## src/aacr_regs.vh

```
// Register map, field positions and reset values of the ADC analog control bank
`ifndef AACR_REGS_VH
`define AACR_REGS_VH
`define AACR_OFF_CH_EN     12'h354
`define AACR_OFF_CUR_EN    12'h358
`define AACR_OFF_IN_BIAS   12'h35c
`define AACR_OFF_BIAS_CUR  12'h360
`define AACR_COPY1_OFS     12'h040
`define AACR_COPY2_OFS     12'h080
`define AACR_CH2_INIT_BIT  6
`define AACR_CH2_EN_BIT    5
`define AACR_CH2_CLK_BIT   4
`define AACR_CH1_INIT_BIT  2
`define AACR_CH1_EN_BIT    1
`define AACR_CH1_CLK_BIT   0
`define AACR_CUR_EN_BIT    0
`define AACR_CH2_SEL_HI    7
`define AACR_CH2_SEL_LO    6
`define AACR_CH1_SEL_HI    5
`define AACR_CH1_SEL_LO    4
`define AACR_BUF_EN_BIT    3
`define AACR_LEVEL_HI      2
`define AACR_LEVEL_LO      0
`define AACR_BCUR_EN_BIT   4
`define AACR_SEL_RST       2'h1
`define AACR_LEVEL_RST     3'h0
`define AACR_BIT_RST       1'h0
`define AACR_ZERO32        32'h00000000
`endif

```

## src/aacr_top.v

```verilog
// APB register bank for the two-channel ADC analog front end controls
//
// Summary of operation
// - Bit 6 of channel enable register: channel 2 init (0) or work (1), reset 0.
// - Bit 5 of channel enable register enables channel 2 converter, reset disabled.
// - Bit 4 of channel enable register enables channel 2 clock, reset 0.
// - Bit 2 of channel enable register: channel 1 init (0) or work (1), reset 0.
// - Bit 1 of channel enable register enables channel 1 converter, reset disabled.
// - Bit 0 enables channel 1 clock; bits 31:7 and 3 read zero.
// - Bit 0 at 0x358 enables the shared current source, reset 0.
// - Bits 7:6 select channel 2 microphone input, reset 01, upper bit kept 0.
// - Bits 5:4 select channel 1 microphone input, reset 01, upper bit kept 0.
// - Bit 3 in copies +0x40 and +0x80 enable bias outputs one and two.
// - Bits 2:0 of base copy select bias level 0.50 to 0.85 supply.
// - Bit 4 at 0x360 enables bias current source; bits 3:0 read zero.
`timescale 1ns/1ps
`include "aacr_regs.vh"

module aacr_top #(
	parameter ADDR_W = 12
) (
	input  wire              pclk,
	input  wire              presetn,
	input  wire              psel,
	input  wire              penable,
	input  wire              pwrite,
	input  wire [ADDR_W-1:0] paddr,
	input  wire [31:0]       pwdata,
	input  wire [3:0]        pstrb,
	output reg  [31:0]       prdata,
	output reg               pready,
	output reg               pslverr,
	output reg               ch1_clock_enable,
	output reg               ch1_converter_enable,
	output reg               ch1_converter_init,
	output reg               ch2_clock_enable,
	output reg               ch2_converter_enable,
	output reg               ch2_converter_init,
	output reg               adc_current_enable,
	output reg  [1:0]        ch1_input_select,
	output reg  [1:0]        ch2_input_select,
	output reg               mic_bias_output_one,
	output reg               mic_bias_output_two,
	output reg  [2:0]        mic_bias_level_select,
	output reg               mic_bias_current_enable
);

////////////////////////////////////////////////////////////////////////////////
// Helper functions

	// Match a full byte address against a register offset
	function hit;
		input [ADDR_W-1:0] addr;
		input [11:0]       off;
		begin
			hit = (addr == off[ADDR_W-1:0]);
		end
	endfunction

	// One-bit field: take the new value on its strobe, else hold
	function upd1;
		input load;
		input cur;
		input nxt;
		begin
			upd1 = load ? nxt : cur;
		end
	endfunction

	// Two-bit field: take the new value on its strobe, else hold
	function [1:0] upd2;
		input       load;
		input [1:0] cur;
		input [1:0] nxt;
		begin
			upd2 = load ? nxt : cur;
		end
	endfunction

	// Three-bit field: take the new value on its strobe, else hold
	function [2:0] upd3;
		input       load;
		input [2:0] cur;
		input [2:0] nxt;
		begin
			upd3 = load ? nxt : cur;
		end
	endfunction

////////////////////////////////////////////////////////////////////////////////
// Address decode and transfer phases

	// One hit per register word, copies at their own addresses
	wire              h_ch    = hit(paddr, `AACR_OFF_CH_EN);
	wire              h_cur   = hit(paddr, `AACR_OFF_CUR_EN);
	wire              h_in0   = hit(paddr, `AACR_OFF_IN_BIAS);
	wire              h_in1   = hit(paddr, `AACR_OFF_IN_BIAS + `AACR_COPY1_OFS);
	wire              h_in2   = hit(paddr, `AACR_OFF_IN_BIAS + `AACR_COPY2_OFS);
	wire              h_bc    = hit(paddr, `AACR_OFF_BIAS_CUR);
	wire              mapped  = h_ch | h_cur | h_in0 | h_in1 | h_in2 | h_bc;

	// Setup cycle: select high, enable still low
	wire              acc_set = psel & ~penable;
	// Access cycle: ready is up, its closing edge completes the transfer
	wire              acc_end = psel & penable & pready;
	// Only byte lane 0 holds fields, so its strobe gates every write
	wire              wr_go   = acc_end & pwrite & mapped & pstrb[0];
	// Read data is captured at the end of setup and stands through access
	wire              rd_cap  = acc_set & ~pwrite;

	// Per-register write strobes
	wire              w_ch    = wr_go & h_ch;
	wire              w_cur   = wr_go & h_cur;
	wire              w_in0   = wr_go & h_in0;
	wire              w_in1   = wr_go & h_in1;
	wire              w_in2   = wr_go & h_in2;
	wire              w_bc    = wr_go & h_bc;

////////////////////////////////////////////////////////////////////////////////
// Next values of the control fields

	// Next value of every field
	reg               ch2_init_d;
	reg               ch2_en_d;
	reg               ch2_clk_d;
	reg               ch1_init_d;
	reg               ch1_en_d;
	reg               ch1_clk_d;
	reg               cur_en_d;
	reg  [1:0]        ch2_sel_d;
	reg  [1:0]        ch1_sel_d;
	reg  [2:0]        level_d;
	reg               buf1_d;
	reg               buf2_d;
	reg               bcur_d;

	// Write data slices of the base input and bias word
	wire [1:0]        wd_ch2_sel = pwdata[`AACR_CH2_SEL_HI:`AACR_CH2_SEL_LO];
	wire [1:0]        wd_ch1_sel = pwdata[`AACR_CH1_SEL_HI:`AACR_CH1_SEL_LO];
	wire [2:0]        wd_level   = pwdata[`AACR_LEVEL_HI:`AACR_LEVEL_LO];

	// Channel enable register
	always @* begin
		ch2_init_d = upd1(w_ch, ch2_converter_init, pwdata[`AACR_CH2_INIT_BIT]);
		ch2_en_d   = upd1(w_ch, ch2_converter_enable, pwdata[`AACR_CH2_EN_BIT]);
		ch2_clk_d  = upd1(w_ch, ch2_clock_enable, pwdata[`AACR_CH2_CLK_BIT]);
		ch1_init_d = upd1(w_ch, ch1_converter_init, pwdata[`AACR_CH1_INIT_BIT]);
		ch1_en_d   = upd1(w_ch, ch1_converter_enable, pwdata[`AACR_CH1_EN_BIT]);
		ch1_clk_d  = upd1(w_ch, ch1_clock_enable, pwdata[`AACR_CH1_CLK_BIT]);
	end

	// Shared current source of both converters
	always @* begin
		cur_en_d = upd1(w_cur, adc_current_enable, pwdata[`AACR_CUR_EN_BIT]);
	end

	// Base copy; upper select bits stored as written, software keeps them 0
	always @* begin
		ch2_sel_d = upd2(w_in0, ch2_input_select, wd_ch2_sel);
		ch1_sel_d = upd2(w_in0, ch1_input_select, wd_ch1_sel);
		level_d   = upd3(w_in0, mic_bias_level_select, wd_level);
	end

	// Buffer enables live only in the two offset copies
	always @* begin
		buf1_d = upd1(w_in1, mic_bias_output_one, pwdata[`AACR_BUF_EN_BIT]);
		buf2_d = upd1(w_in2, mic_bias_output_two, pwdata[`AACR_BUF_EN_BIT]);
	end

	// Bias current source, base copy only
	always @* begin
		bcur_d = upd1(w_bc, mic_bias_current_enable, pwdata[`AACR_BCUR_EN_BIT]);
	end

////////////////////////////////////////////////////////////////////////////////
// Control field registers

	// Channel enable register, every field clear at reset
	always @(posedge pclk or negedge presetn) begin
		if (!presetn) begin
			ch2_converter_init   <= `AACR_BIT_RST;
			ch2_converter_enable <= `AACR_BIT_RST;
			ch2_clock_enable     <= `AACR_BIT_RST;
			ch1_converter_init   <= `AACR_BIT_RST;
			ch1_converter_enable <= `AACR_BIT_RST;
			ch1_clock_enable     <= `AACR_BIT_RST;
		end else begin
			ch2_converter_init   <= ch2_init_d;
			ch2_converter_enable <= ch2_en_d;
			ch2_clock_enable     <= ch2_clk_d;
			ch1_converter_init   <= ch1_init_d;
			ch1_converter_enable <= ch1_en_d;
			ch1_clock_enable     <= ch1_clk_d;
		end
	end

	// Shared current source, off at reset
	always @(posedge pclk or negedge presetn) begin
		if (!presetn)
			adc_current_enable <= `AACR_BIT_RST;
		else
			adc_current_enable <= cur_en_d;
	end

	// Input selects reset to microphone, bias level to its lowest code
	always @(posedge pclk or negedge presetn) begin
		if (!presetn) begin
			ch2_input_select      <= `AACR_SEL_RST;
			ch1_input_select      <= `AACR_SEL_RST;
			mic_bias_level_select <= `AACR_LEVEL_RST;
		end else begin
			ch2_input_select      <= ch2_sel_d;
			ch1_input_select      <= ch1_sel_d;
			mic_bias_level_select <= level_d;
		end
	end

	// Bias buffer enables, off at reset
	always @(posedge pclk or negedge presetn) begin
		if (!presetn) begin
			mic_bias_output_one <= `AACR_BIT_RST;
			mic_bias_output_two <= `AACR_BIT_RST;
		end else begin
			mic_bias_output_one <= buf1_d;
			mic_bias_output_two <= buf2_d;
		end
	end

	// Bias current source, off at reset
	always @(posedge pclk or negedge presetn) begin
		if (!presetn)
			mic_bias_current_enable <= `AACR_BIT_RST;
		else
			mic_bias_current_enable <= bcur_d;
	end

////////////////////////////////////////////////////////////////////////////////
// Read images, reserved bits zero

	// Per-register read words and the read path
	reg  [31:0]       img_ch;
	reg  [31:0]       img_cur;
	reg  [31:0]       img_in0;
	reg  [31:0]       img_in1;
	reg  [31:0]       img_in2;
	reg  [31:0]       img_bc;
	reg  [31:0]       rd_img;
	reg  [31:0]       prdata_d;

	// Channel enable word; bits 31:7 and 3 stay zero
	always @* begin
		img_ch                     = `AACR_ZERO32;
		img_ch[`AACR_CH2_INIT_BIT] = ch2_converter_init;
		img_ch[`AACR_CH2_EN_BIT]   = ch2_converter_enable;
		img_ch[`AACR_CH2_CLK_BIT]  = ch2_clock_enable;
		img_ch[`AACR_CH1_INIT_BIT] = ch1_converter_init;
		img_ch[`AACR_CH1_EN_BIT]   = ch1_converter_enable;
		img_ch[`AACR_CH1_CLK_BIT]  = ch1_clock_enable;
	end

	// Shared current word
	always @* begin
		img_cur                   = `AACR_ZERO32;
		img_cur[`AACR_CUR_EN_BIT] = adc_current_enable;
	end

	// Base copy of the input and bias word; bit 3 reads zero here
	always @* begin
		img_in0                                    = `AACR_ZERO32;
		img_in0[`AACR_CH2_SEL_HI:`AACR_CH2_SEL_LO] = ch2_input_select;
		img_in0[`AACR_CH1_SEL_HI:`AACR_CH1_SEL_LO] = ch1_input_select;
		img_in0[`AACR_LEVEL_HI:`AACR_LEVEL_LO]     = mic_bias_level_select;
	end

	// Offset copies hold only their buffer enable
	always @* begin
		img_in1                   = `AACR_ZERO32;
		img_in1[`AACR_BUF_EN_BIT] = mic_bias_output_one;
		img_in2                   = `AACR_ZERO32;
		img_in2[`AACR_BUF_EN_BIT] = mic_bias_output_two;
	end

	// Bias current word; bits 3:0 read zero
	always @* begin
		img_bc                    = `AACR_ZERO32;
		img_bc[`AACR_BCUR_EN_BIT] = mic_bias_current_enable;
	end

	// Word of the addressed register; unmapped addresses read zero
	always @* begin
		rd_img = `AACR_ZERO32;
		if (h_ch)
			rd_img = img_ch;
		if (h_cur)
			rd_img = img_cur;
		if (h_in0)
			rd_img = img_in0;
		if (h_in1)
			rd_img = img_in1;
		if (h_in2)
			rd_img = img_in2;
		if (h_bc)
			rd_img = img_bc;
	end

	// Load on read setup, clear when idle, hold otherwise
	always @* begin
		prdata_d = prdata;
		if (rd_cap)
			prdata_d = rd_img;
		else if (!psel)
			prdata_d = `AACR_ZERO32;
	end

////////////////////////////////////////////////////////////////////////////////
// APB response: no wait states, read data registered

	// Ready follows every setup cycle by exactly one clock
	always @(posedge pclk or negedge presetn) begin
		if (!presetn) begin
			pready  <= `AACR_BIT_RST;
			pslverr <= `AACR_BIT_RST;
			prdata  <= `AACR_ZERO32;
		end else begin
			pready  <= acc_set;
			pslverr <= acc_set & ~mapped;
			prdata  <= prdata_d;
		end
	end

endmodule // aacr_top

```

## config.mk

```make
export PLATFORM = sky130hd
export DESIGN_NAME = aacr_top
export DESIGN_NICKNAME = d
export VERILOG_FILES = /design/src/aacr_top.v
export VERILOG_INCLUDE_DIRS = /design/src
export SDC_FILE = /design/constraint.sdc
export NUM_CORES = 1
export LEC_CHECK = 0
export BUFFER_PORTS_ARGS = -buffer_cell sky130_fd_sc_hd__clkbuf_2
export CAP_MARGIN = 25
export CORE_MARGIN = 2
export CORE_UTILIZATION = 35
export CTS_BUF_LIST = sky130_fd_sc_hd__clkbuf_8
export CTS_CLUSTER_DIAMETER = 100
export DETAILED_ROUTE_END_ITERATION = 10
export PLACE_DENSITY_LB_ADDON = 0.08
export SYNTH_ARGS = -nofsm -noshare
export SYNTH_HDL_FRONTEND = slang
export SYNTH_SLANG_ARGS = --single-unit
```

## constraint.sdc

```tcl
create_clock -name pclk -period 1.8 [get_ports pclk]
set_input_delay 0.09 -clock pclk [delete_from_list [all_inputs] [get_ports pclk]]
set_output_delay 0.09 -clock pclk [all_outputs]
set_load 0.01 [all_outputs]
```

Word-level counts from Yosys, hierarchy flattened

Index checks and enable logic that the tools add are counted.

Register bits: 51
Input bits: 53
Output and inout port bits: 51
Logic and storage cells: 53

Equality and inequality tests: 7
Muxes and demuxes: 8
Bitwise logic cells: 22

Operator list:

| operator             | count |
|---|---|
| $mux 32              | 4 |
| $eq 12x10->1 const B | 6 |
| $mux 8               | 2 |
| $and 1x1->1          | 14 |
| $mux 7               | 2 |
| $or 1x1->1           | 5 |
| $not 1->1            | 3 |
| $ne 2x1->1 const B   | 1 |

Logic depth before layout (Yosys ltp)

Gate-level depths: netlist of run 1.

Depth in word-level cells: 9
Depth in mapped cells: 5
Mapped depth without buffers: 4

Worst setup path after synthesis of run 1

Ideal clock, no wire load.

Path type: input port to flip-flop
Start: input port paddr[7]
End: register ch1_clock_enable
Library setup time: 0.125 ns
Data arrival time: 1.370 ns
Required time: 1.675 ns
Setup slack: 0.305 ns
Stages: 5
Buffers on the path: 1
Cell sequence: nor4b_4 nand4_4 or3_1 buf_6 mux2_4

Word-level cells in the longest chain between the ends: 9
Elaborated cells between the ends (all ways): 14
Classes of those cells: eq/ne: 6; bitwise: 8

Ends and longest elaborated chain:

| item                     | RTL line       | RTL |
|---|---|---|
| start: declaration       | aacr_top.v:27  | `input wire [ADDR_W-1:0] paddr,` |
| $eq 12x10->1             | aacr_top.v:56  | `hit = (addr == off[ADDR_W-1:0]);` |
| $or 1x1->1 (5 in a row)  | aacr_top.v:100 | `wire mapped = h_ch \| h_cur \| h_in0 \| h_in1 \| h_in2 \| h_bc;` |
| $and 1x1->1 (2 in a row) | aacr_top.v:107 | `wire wr_go = acc_end & pwrite & mapped & pstrb[0];` |
| $and 1x1->1 (*)          | aacr_top.v:112 | `wire w_ch = wr_go & h_ch;` |
| end signal: assignment   | aacr_top.v:186 | `` ch1_clock_enable <= `AACR_BIT_RST; `` |
| end signal: assignment   | aacr_top.v:193 | `ch1_clock_enable <= ch1_clk_d;` |
| end: declaration         | aacr_top.v:33  | `output reg ch1_clock_enable,` |

Every way passes the cells marked *; elsewhere a longest branch is shown, timed or not.
A chain may end at the register's enable or synchronous reset.

Final worst setup path of run 1

Start: register pready
End: register ch1_clock_enable

Word-level cells in the longest chain between the ends: 5

Ends and longest elaborated chain:

| item                     | RTL line       | RTL |
|---|---|---|
| start: declaration       | aacr_top.v:31  | `output reg pready,` |
| start signal: assignment | aacr_top.v:321 | `` pready <= `AACR_BIT_RST; `` |
| start signal: assignment | aacr_top.v:325 | `pready <= acc_set;` |
| $and 1x1->1              | aacr_top.v:105 | `wire acc_end = psel & penable & pready;` |
| $and 1x1->1 (3 in a row) | aacr_top.v:107 |  |
| $and 1x1->1              | aacr_top.v:112 |  |

Every way passes these cells.

==> results_dict.tcl, run 1 <==
set metrics [dict create \
    grt_util_met2_pct 25.50 \
    worst_hold_path_type "in2reg" \
    yosysSeqAreaShare_pct 44.65 \
    slew_viol_final 0 \
    start_to_end_type_of_the_worst_setup_path "reg2reg" \
    grtUsageMet3_pct 3.608 \
    antennaDiodeCount 0 \
    ys_seq_elements 27 \
    met1_track_usage_gr_pct 19.03 \
    max_slew.worst_pin.slew_ns 0.6894 \
    fillerInstances 407 \
    first_global_vias 1188 \
    finalWorstPathRequiredPeriod_ns 1.453 \
    floorplan.initialDensity_pct 37.17 \
    vias_per_cell 4.602 \
    hold_buffers 1 \
    most-common-layout-cells "clkbuf_2, dfrtp_1, conb_1" \
    design.portCount 104 \
    finalSetupViolCount 0 \
    worst_slew_margin_rel_pct 54.04 \
    final_antenna_net_count 0 \
    tritoncts "done" \
    via_count 1132 \
    grt_pass1_wl_um 5851 \
    share_of_the_cycle_needed_by_the_critical_path_after_routing_pct 80.73 \
    global_route.usage.total_pct 15.06 \
    synth.cell_area_um2 1519 \
    initialDrtViolationCount 34 \
    numPortBuffers 52 \
    synth_warnings 0 \
    area_growth_pct 21.42 \
    cts.reportedPaths.clkPinSlew_ns 0.10 \
    cts_setup_buffers 0 \
    firstDrtPassIters 4 \
    globalplace.congestion 0.8092 \
    layout.cells.most_common "clkbuf_2" \
    leakagePower_nw 0.9993 \
    timing.critical_path.arrival_ns 1.62 \
    max_freq_mhz 688.2 \
    cts-buffers-inserted 3 \
    drt-total-wl_um 3369 \
    maxCapViolations 0 \
    post_synth_num_cell_types 33 \
    die_y_um 69.88 \
    clock_insertion_delay_worst_skew_ns 0.28 \
    final_layout_size_suffix_gt1_share_pct 46.94 \
    wl_per_cell_um 13.70 \
    cts_resized 0 \
    finalHoldViolCount 0 \
    final-instance-count-excl-fill 246 \
    crit_path_end_kind "flop" \
    dp_hpwl_um 2664 \
    dp.cells 241 \
    placeableCoreArea_um2 4086 \
    grt_setup_unrepaired "no" \
    setup_total_negative_slack_ns 0 \
    timing.clock.skew_ns 0.005790 \
    timing.critical_path.required_ns 1.97 \
    max-clock-path-buffers 2 \
    dieArea_um2 4883 \
    netlist_instances 136 \
    number_of_core_rows 23 \
    ir_worst_vdd_v 0.0002913 \
    crit_path_start_kind "flop" \
    final_nets 250 \
    power_density_nw_per_um2 591.2 \
    floorplan.die.width_um 69.88 \
    drcViolationCount 0 \
    cts_htree_levels 1 \
    grt_max_degree 28 \
    grt_antenna_before_repair 0 \
    avgSynthCellArea_um2 11.17 \
    root_buf_cell "clkbuf_8" \
    outcome "finished clean" \
    global_route.overflow_total 0 \
    clkSinkCount 27 \
    crit_fanout 5 \
    globalRoute.busiestLayer "met2" \
]
-- path summary, 6_finish.rpt --
check | from | to | slack, ns | cells after the start
max | pready$_DFF_PN0_ | ch1_clock_enable$_DFFE_PN0P_ | 0.35 | 4
min | pwdata[7] | ch2_input_select[1]$_DFFE_PN0P_ | 0.04 | 2
max reg2reg | pready$_DFF_PN0_ | ch1_clock_enable$_DFFE_PN0P_ | 0.35 | 4
min reg2reg | prdata[7]$_DFFE_PN0P_ | prdata[7]$_DFFE_PN0P_ | 0.53 | 2
max in group asynchronous | presetn | pslverr$_DFF_PN0_ | 0.99 | 2
min in group asynchronous | presetn | ch2_clock_enable$_DFFE_PN0P_ | 0.37 | 2
-- power breakdown --
group | switching (W) | total, W | internal [W]
combinational | 0.0000751 | 0.000113 | 0.0000381
clock | 0.000209 | 0.000367 | 0.000158
sequential | 0.00000135 | 0.000610 | 0.000609
-- cells by family after synthesis --
logic type             synth area share (%)
buffers and inverters                 13.84
other                                0.2469
multiplexers                          18.86
AND/OR/NAND/NOR                       17.22
flip-flops                            44.65
AO/OA/AOI/OAI                         5.189
-- synthesized netlist by cell type --
master     n  area [µm²]
dfrtp_1   25       625.6
buf_4     24       180.2
mux2_2    13       146.4
nand2_1    9       33.78
mux2_4     6       90.09
nand3_1    6       30.03
nor2_1     6       22.52
o31ai_1    6       45.04
mux2i_1    5       50.05
and2_1     4       25.02
nor3_1     4       20.02
clkbuf_1   3       11.26
nand4_1    3       18.77
dfstp_2    2       52.55
inv_1      2       7.510
a211o_1    1       8.760
a21oi_1    1       5.000
and2b_2    1       8.760
and3_1     1       6.260
and3_2     1       7.510
and4bb_2   1       12.51
buf_6      1       11.26
conb_1     1       3.750
nand2b_1   1       6.260
nand4_4    1       21.27
nor2_2     1       6.260
nor2b_1    1       6.260
nor4b_4    1       23.77
o21ai_0    1       5.000
o22ai_1    1       6.260
o31a_1     1       8.760
or2_2      1       6.260
or3_1      1       6.260
-- sequential cells by signal, summed over array words and instances (netlist names) --
register,count
prdata,8
mic_bias_level_select,3
ch1_input_select,2
ch2_input_select,2
adc_current_enable,1
ch1_clock_enable,1
ch1_converter_enable,1
ch1_converter_init,1
ch2_clock_enable,1
ch2_converter_enable,1
ch2_converter_init,1
mic_bias_current_enable,1
mic_bias_output_one,1
mic_bias_output_two,1
pready,1
pslverr,1
-- layout make-up --
class                           instances  area [µm²]  share of cell area (%)
Clock inverter                          1       7.507                  0.4071
Tap cell                               50       62.56                   3.392
Inverter                                2       7.507                  0.4071
Timing Repair Buffer                   61       330.3                   17.91
Sequential cell                        27       678.2                   36.77
Multi-Input combinational cell        102       716.9                   38.87
Clock buffer                            3       41.29                   2.239
-- worst max-delay path, cell delays in order, from the launching register on --
cell and delay [ns]:
dfrtp_1 0.39, nand3_1 0.10, or3_1 0.38, buf_4 0.19, mux2_4 0.30
-- stage by stage --
step                      total power [W]  util [%]  area, µm²  hold WS [ns]  setup slack, ns
after global routing             0.001149     45.13       1844       0.03485           0.2955
after CTS                        0.001102     45.13       1844       0.03364           0.3453
after global placement          0.0007330     43.69       1785        0.1638           0.1202
final                            0.001090     45.13       1844       0.04075           0.3468
after detailed placement        0.0007344     43.69       1785        0.1707          0.09702
after floorplan                 0.0007131         -       1605       -0.2056           0.3054
-- per-layer routing --
metal / vias to the layer above / share of wire (%)
met4: 0 / 1.1
met5: - / 0
met3: 5 / 5.9
li1: 550 / -
met1: 532 / 43
met2: 45 / 50
Power figures use the tool's default switching activity.
==> inputs of run 2 (changes only) <==
- clock period: 1.8 -> 1.5 ns (I/O delays scaled with it)
==> run 2 against run 1 <==
  * Sequential share of layout area fell by 1.1 points
  * Combinational power rose by 28%
  * Clock skew fell by 0.0041 ns
  * Total power rose by 20%
  * Clock power rose by 17%
  * Die area did not move
  * Register-to-register slack got worse by 0.31 ns
  * Hold slack got worse by 0.012 ns
  * Routed wire length rose by 0.56%
  * Critical path type unchanged
  * Critical endpoint is now ch1_input_select[1]$_DFFE_PN0P_
==> results_dict.tcl, run 2 (synthesis results as in run 1) <==
set metrics [dict create \
    post-layout-total-power_w 0.001309 \
    first_global_vias 1164 \
    firstDrtPassIters 4 \
    grt_antenna_before_repair 0 \
    global_route.overflow_total 0 \
    max_slew.worst_pin.slew_ns 0.6783 \
    p_comb_share_pct 11.1 \
    number_of_core_rows 23 \
    clock_insertion_delay_worst_skew_ns 0.28 \
    worst_hold_path_type "in2reg" \
    layout.cells.most_common "clkbuf_2" \
    clkSinkCount 27 \
    global_route.usage.total_pct 14.82 \
    most-common-layout-cells "clkbuf_2, dfrtp_1, conb_1" \
    finalHoldViolCount 0 \
    dp_hpwl_um 2699 \
    internal_power_w 0.0009717 \
    worst_slew_margin_rel_pct 54.78 \
    wl_per_cell_um 13.39 \
    cts_htree_levels 1 \
    crit_path_end_kind "flop" \
    tritoncts "done" \
    share_of_the_cycle_needed_by_the_critical_path_after_routing_pct 97.52 \
    globalplace.congestion 0.7829 \
    maxCapViolations 0 \
    timing.clock.skew_ns 0.001687 \
    power.clock.fraction_pct 32.9 \
    cts-buffers-inserted 3 \
    largest_register_ffs 8 \
    grt_max_degree 28 \
    crit_path_start_kind "flop" \
    max-clock-path-buffers 2 \
    drcViolationCount 0 \
    cpLargestDelayFamily "flip-flops" \
    root_buf_cell "clkbuf_8" \
    drt-total-wl_um 3388 \
    top_regs "prdata: 8 flops, mic_bias_level_select: 3 flops" \
    grt_util_met2_pct 25.40 \
    top_register "prdata" \
    numPortBuffers 52 \
    vias_per_cell 4.668 \
    sw_frac_of_total_pct 25.74 \
    antennaDiodeCount 0 \
    die_y_um 69.88 \
    sequentialPowerShare_pct 56.0 \
    max_freq_mhz 683.6 \
    dieArea_um2 4883 \
    met1_track_usage_gr_pct 19.89 \
    worst_path_most_repeated_cell "buf_4" \
    ir_worst_vdd_v 0.0003076 \
    final_nets 257 \
    initialDrtViolationCount 39 \
    outcome "finished clean" \
    worst_path_largest_cell_delay_ns 0.40 \
    p_sw_w 0.0003368 \
    grt_pass1_wl_um 5782 \
    area_growth_pct 25.21 \
    floorplan.die.width_um 69.88 \
    finalHoldWorstSlack_ns 0.02849 \
    finalSetupViolCount 0 \
    via_count 1181 \
    globalRoute.busiestLayer "met2" \
    finalWorstPathRequiredPeriod_ns 1.463 \
    cp_cell_sequence "buf_4 > nand4_1 > nor2_2 > buf_4 > mux2_2" \
    power_density_nw_per_um2 688.1 \
    worst_path_max_delay_cell "dfrtp_1" \
    start_to_end_type_of_the_worst_setup_path "reg2reg" \
    cts.reportedPaths.clkPinSlew_ns 0.10 \
    final_antenna_net_count 0 \
    slew_viol_final 0 \
    placeableCoreArea_um2 4086 \
    leakagePower_nw 1.035 \
    grtUsageMet3_pct 1.732 \
    timing.critical_path.required_ns 1.67 \
    timing.critical_path.arrival_ns 1.63 \
    floorplan.initialDensity_pct 37.17 \
    final_layout_size_suffix_gt1_share_pct 49.26 \
    postPlaceCellArea_um2 1823 \
    design.portCount 104 \
    crit_fanout 5 \
    final_design_area_no_fill_um2 1902 \
    critical_path_buf_inv_count 2 \
]
-- run 2: repair_timing --
action | CTS | global route
hold buffers | 1 | 0
setup buffers | 0 | 2
gates resized for setup | 0 | 1
hold endpoints to repair | 25 | 0
endpoints found under the setup margin | 0 | 6
-- run 2: per-stage QoR --
step	setup slack, ns	std cells	utilization [%]	setup TNS (ns)
finish	0.03716	253	46.54	0
global route	-0.02146	253	46.54	-0.07083
CTS	0.04268	251	46.05	0
detailed placement	-0.1078	246	44.61	-1.153
global placement	-0.06996	246	44.61	-0.7093
floorplan	0.02038	159	-	0
-- run 2: final cells by class --
class                   instances  area, µm²
fillers                       401       2185
multi-input cells             102      721.9
flip-flops and latches         27      678.2
repair buffers                 68      382.9
well taps                      50      62.56
clock buffers                   3      41.29
clock inverters                 1      7.507
inverters                       2      7.507
-- run 2: final timing paths --
path,depth (start not counted),slack [ns],end,from
worst max-delay path,5,0.04,ch1_input_select[1]$_DFFE_PN0P_,pready$_DFF_PN0_
worst min-delay path,2,0.03,ch2_input_select[1]$_DFFE_PN0P_,pwdata[7]
worst max register to register,5,0.04,ch1_input_select[1]$_DFFE_PN0P_,pready$_DFF_PN0_
worst min register to register,2,0.52,prdata[7]$_DFFE_PN0P_,prdata[7]$_DFFE_PN0P_
max in group asynchronous,2,0.71,mic_bias_level_select[2]$_DFFE_PN0P_,presetn
min in group asynchronous,2,0.35,adc_current_enable$_DFFE_PN0P_,presetn
-- run 2: power groups by stage --
stage | sequential, W | combinational [W] | clock [W]
2_1_floorplan | 0.000748 | 0.000108 | 0
3_3_place_gp | 0.000746 | 0.000138 | 0
3_5_place_dp | 0.000746 | 0.000140 | 0
4_1_cts | 0.000732 | 0.000142 | 0.000448
5_1_grt | 0.000733 | 0.000162 | 0.000472
6_report | 0.000732 | 0.000145 | 0.000431
-- run 2: routing by layer --
metal,part of all wire [%],routed length (µm),vias up
li1,-,-,559
met1,44,1479,566
met2,50,1694,52
met3,5.4,183,4
met4,0.89,30,0
met5,0,0,-
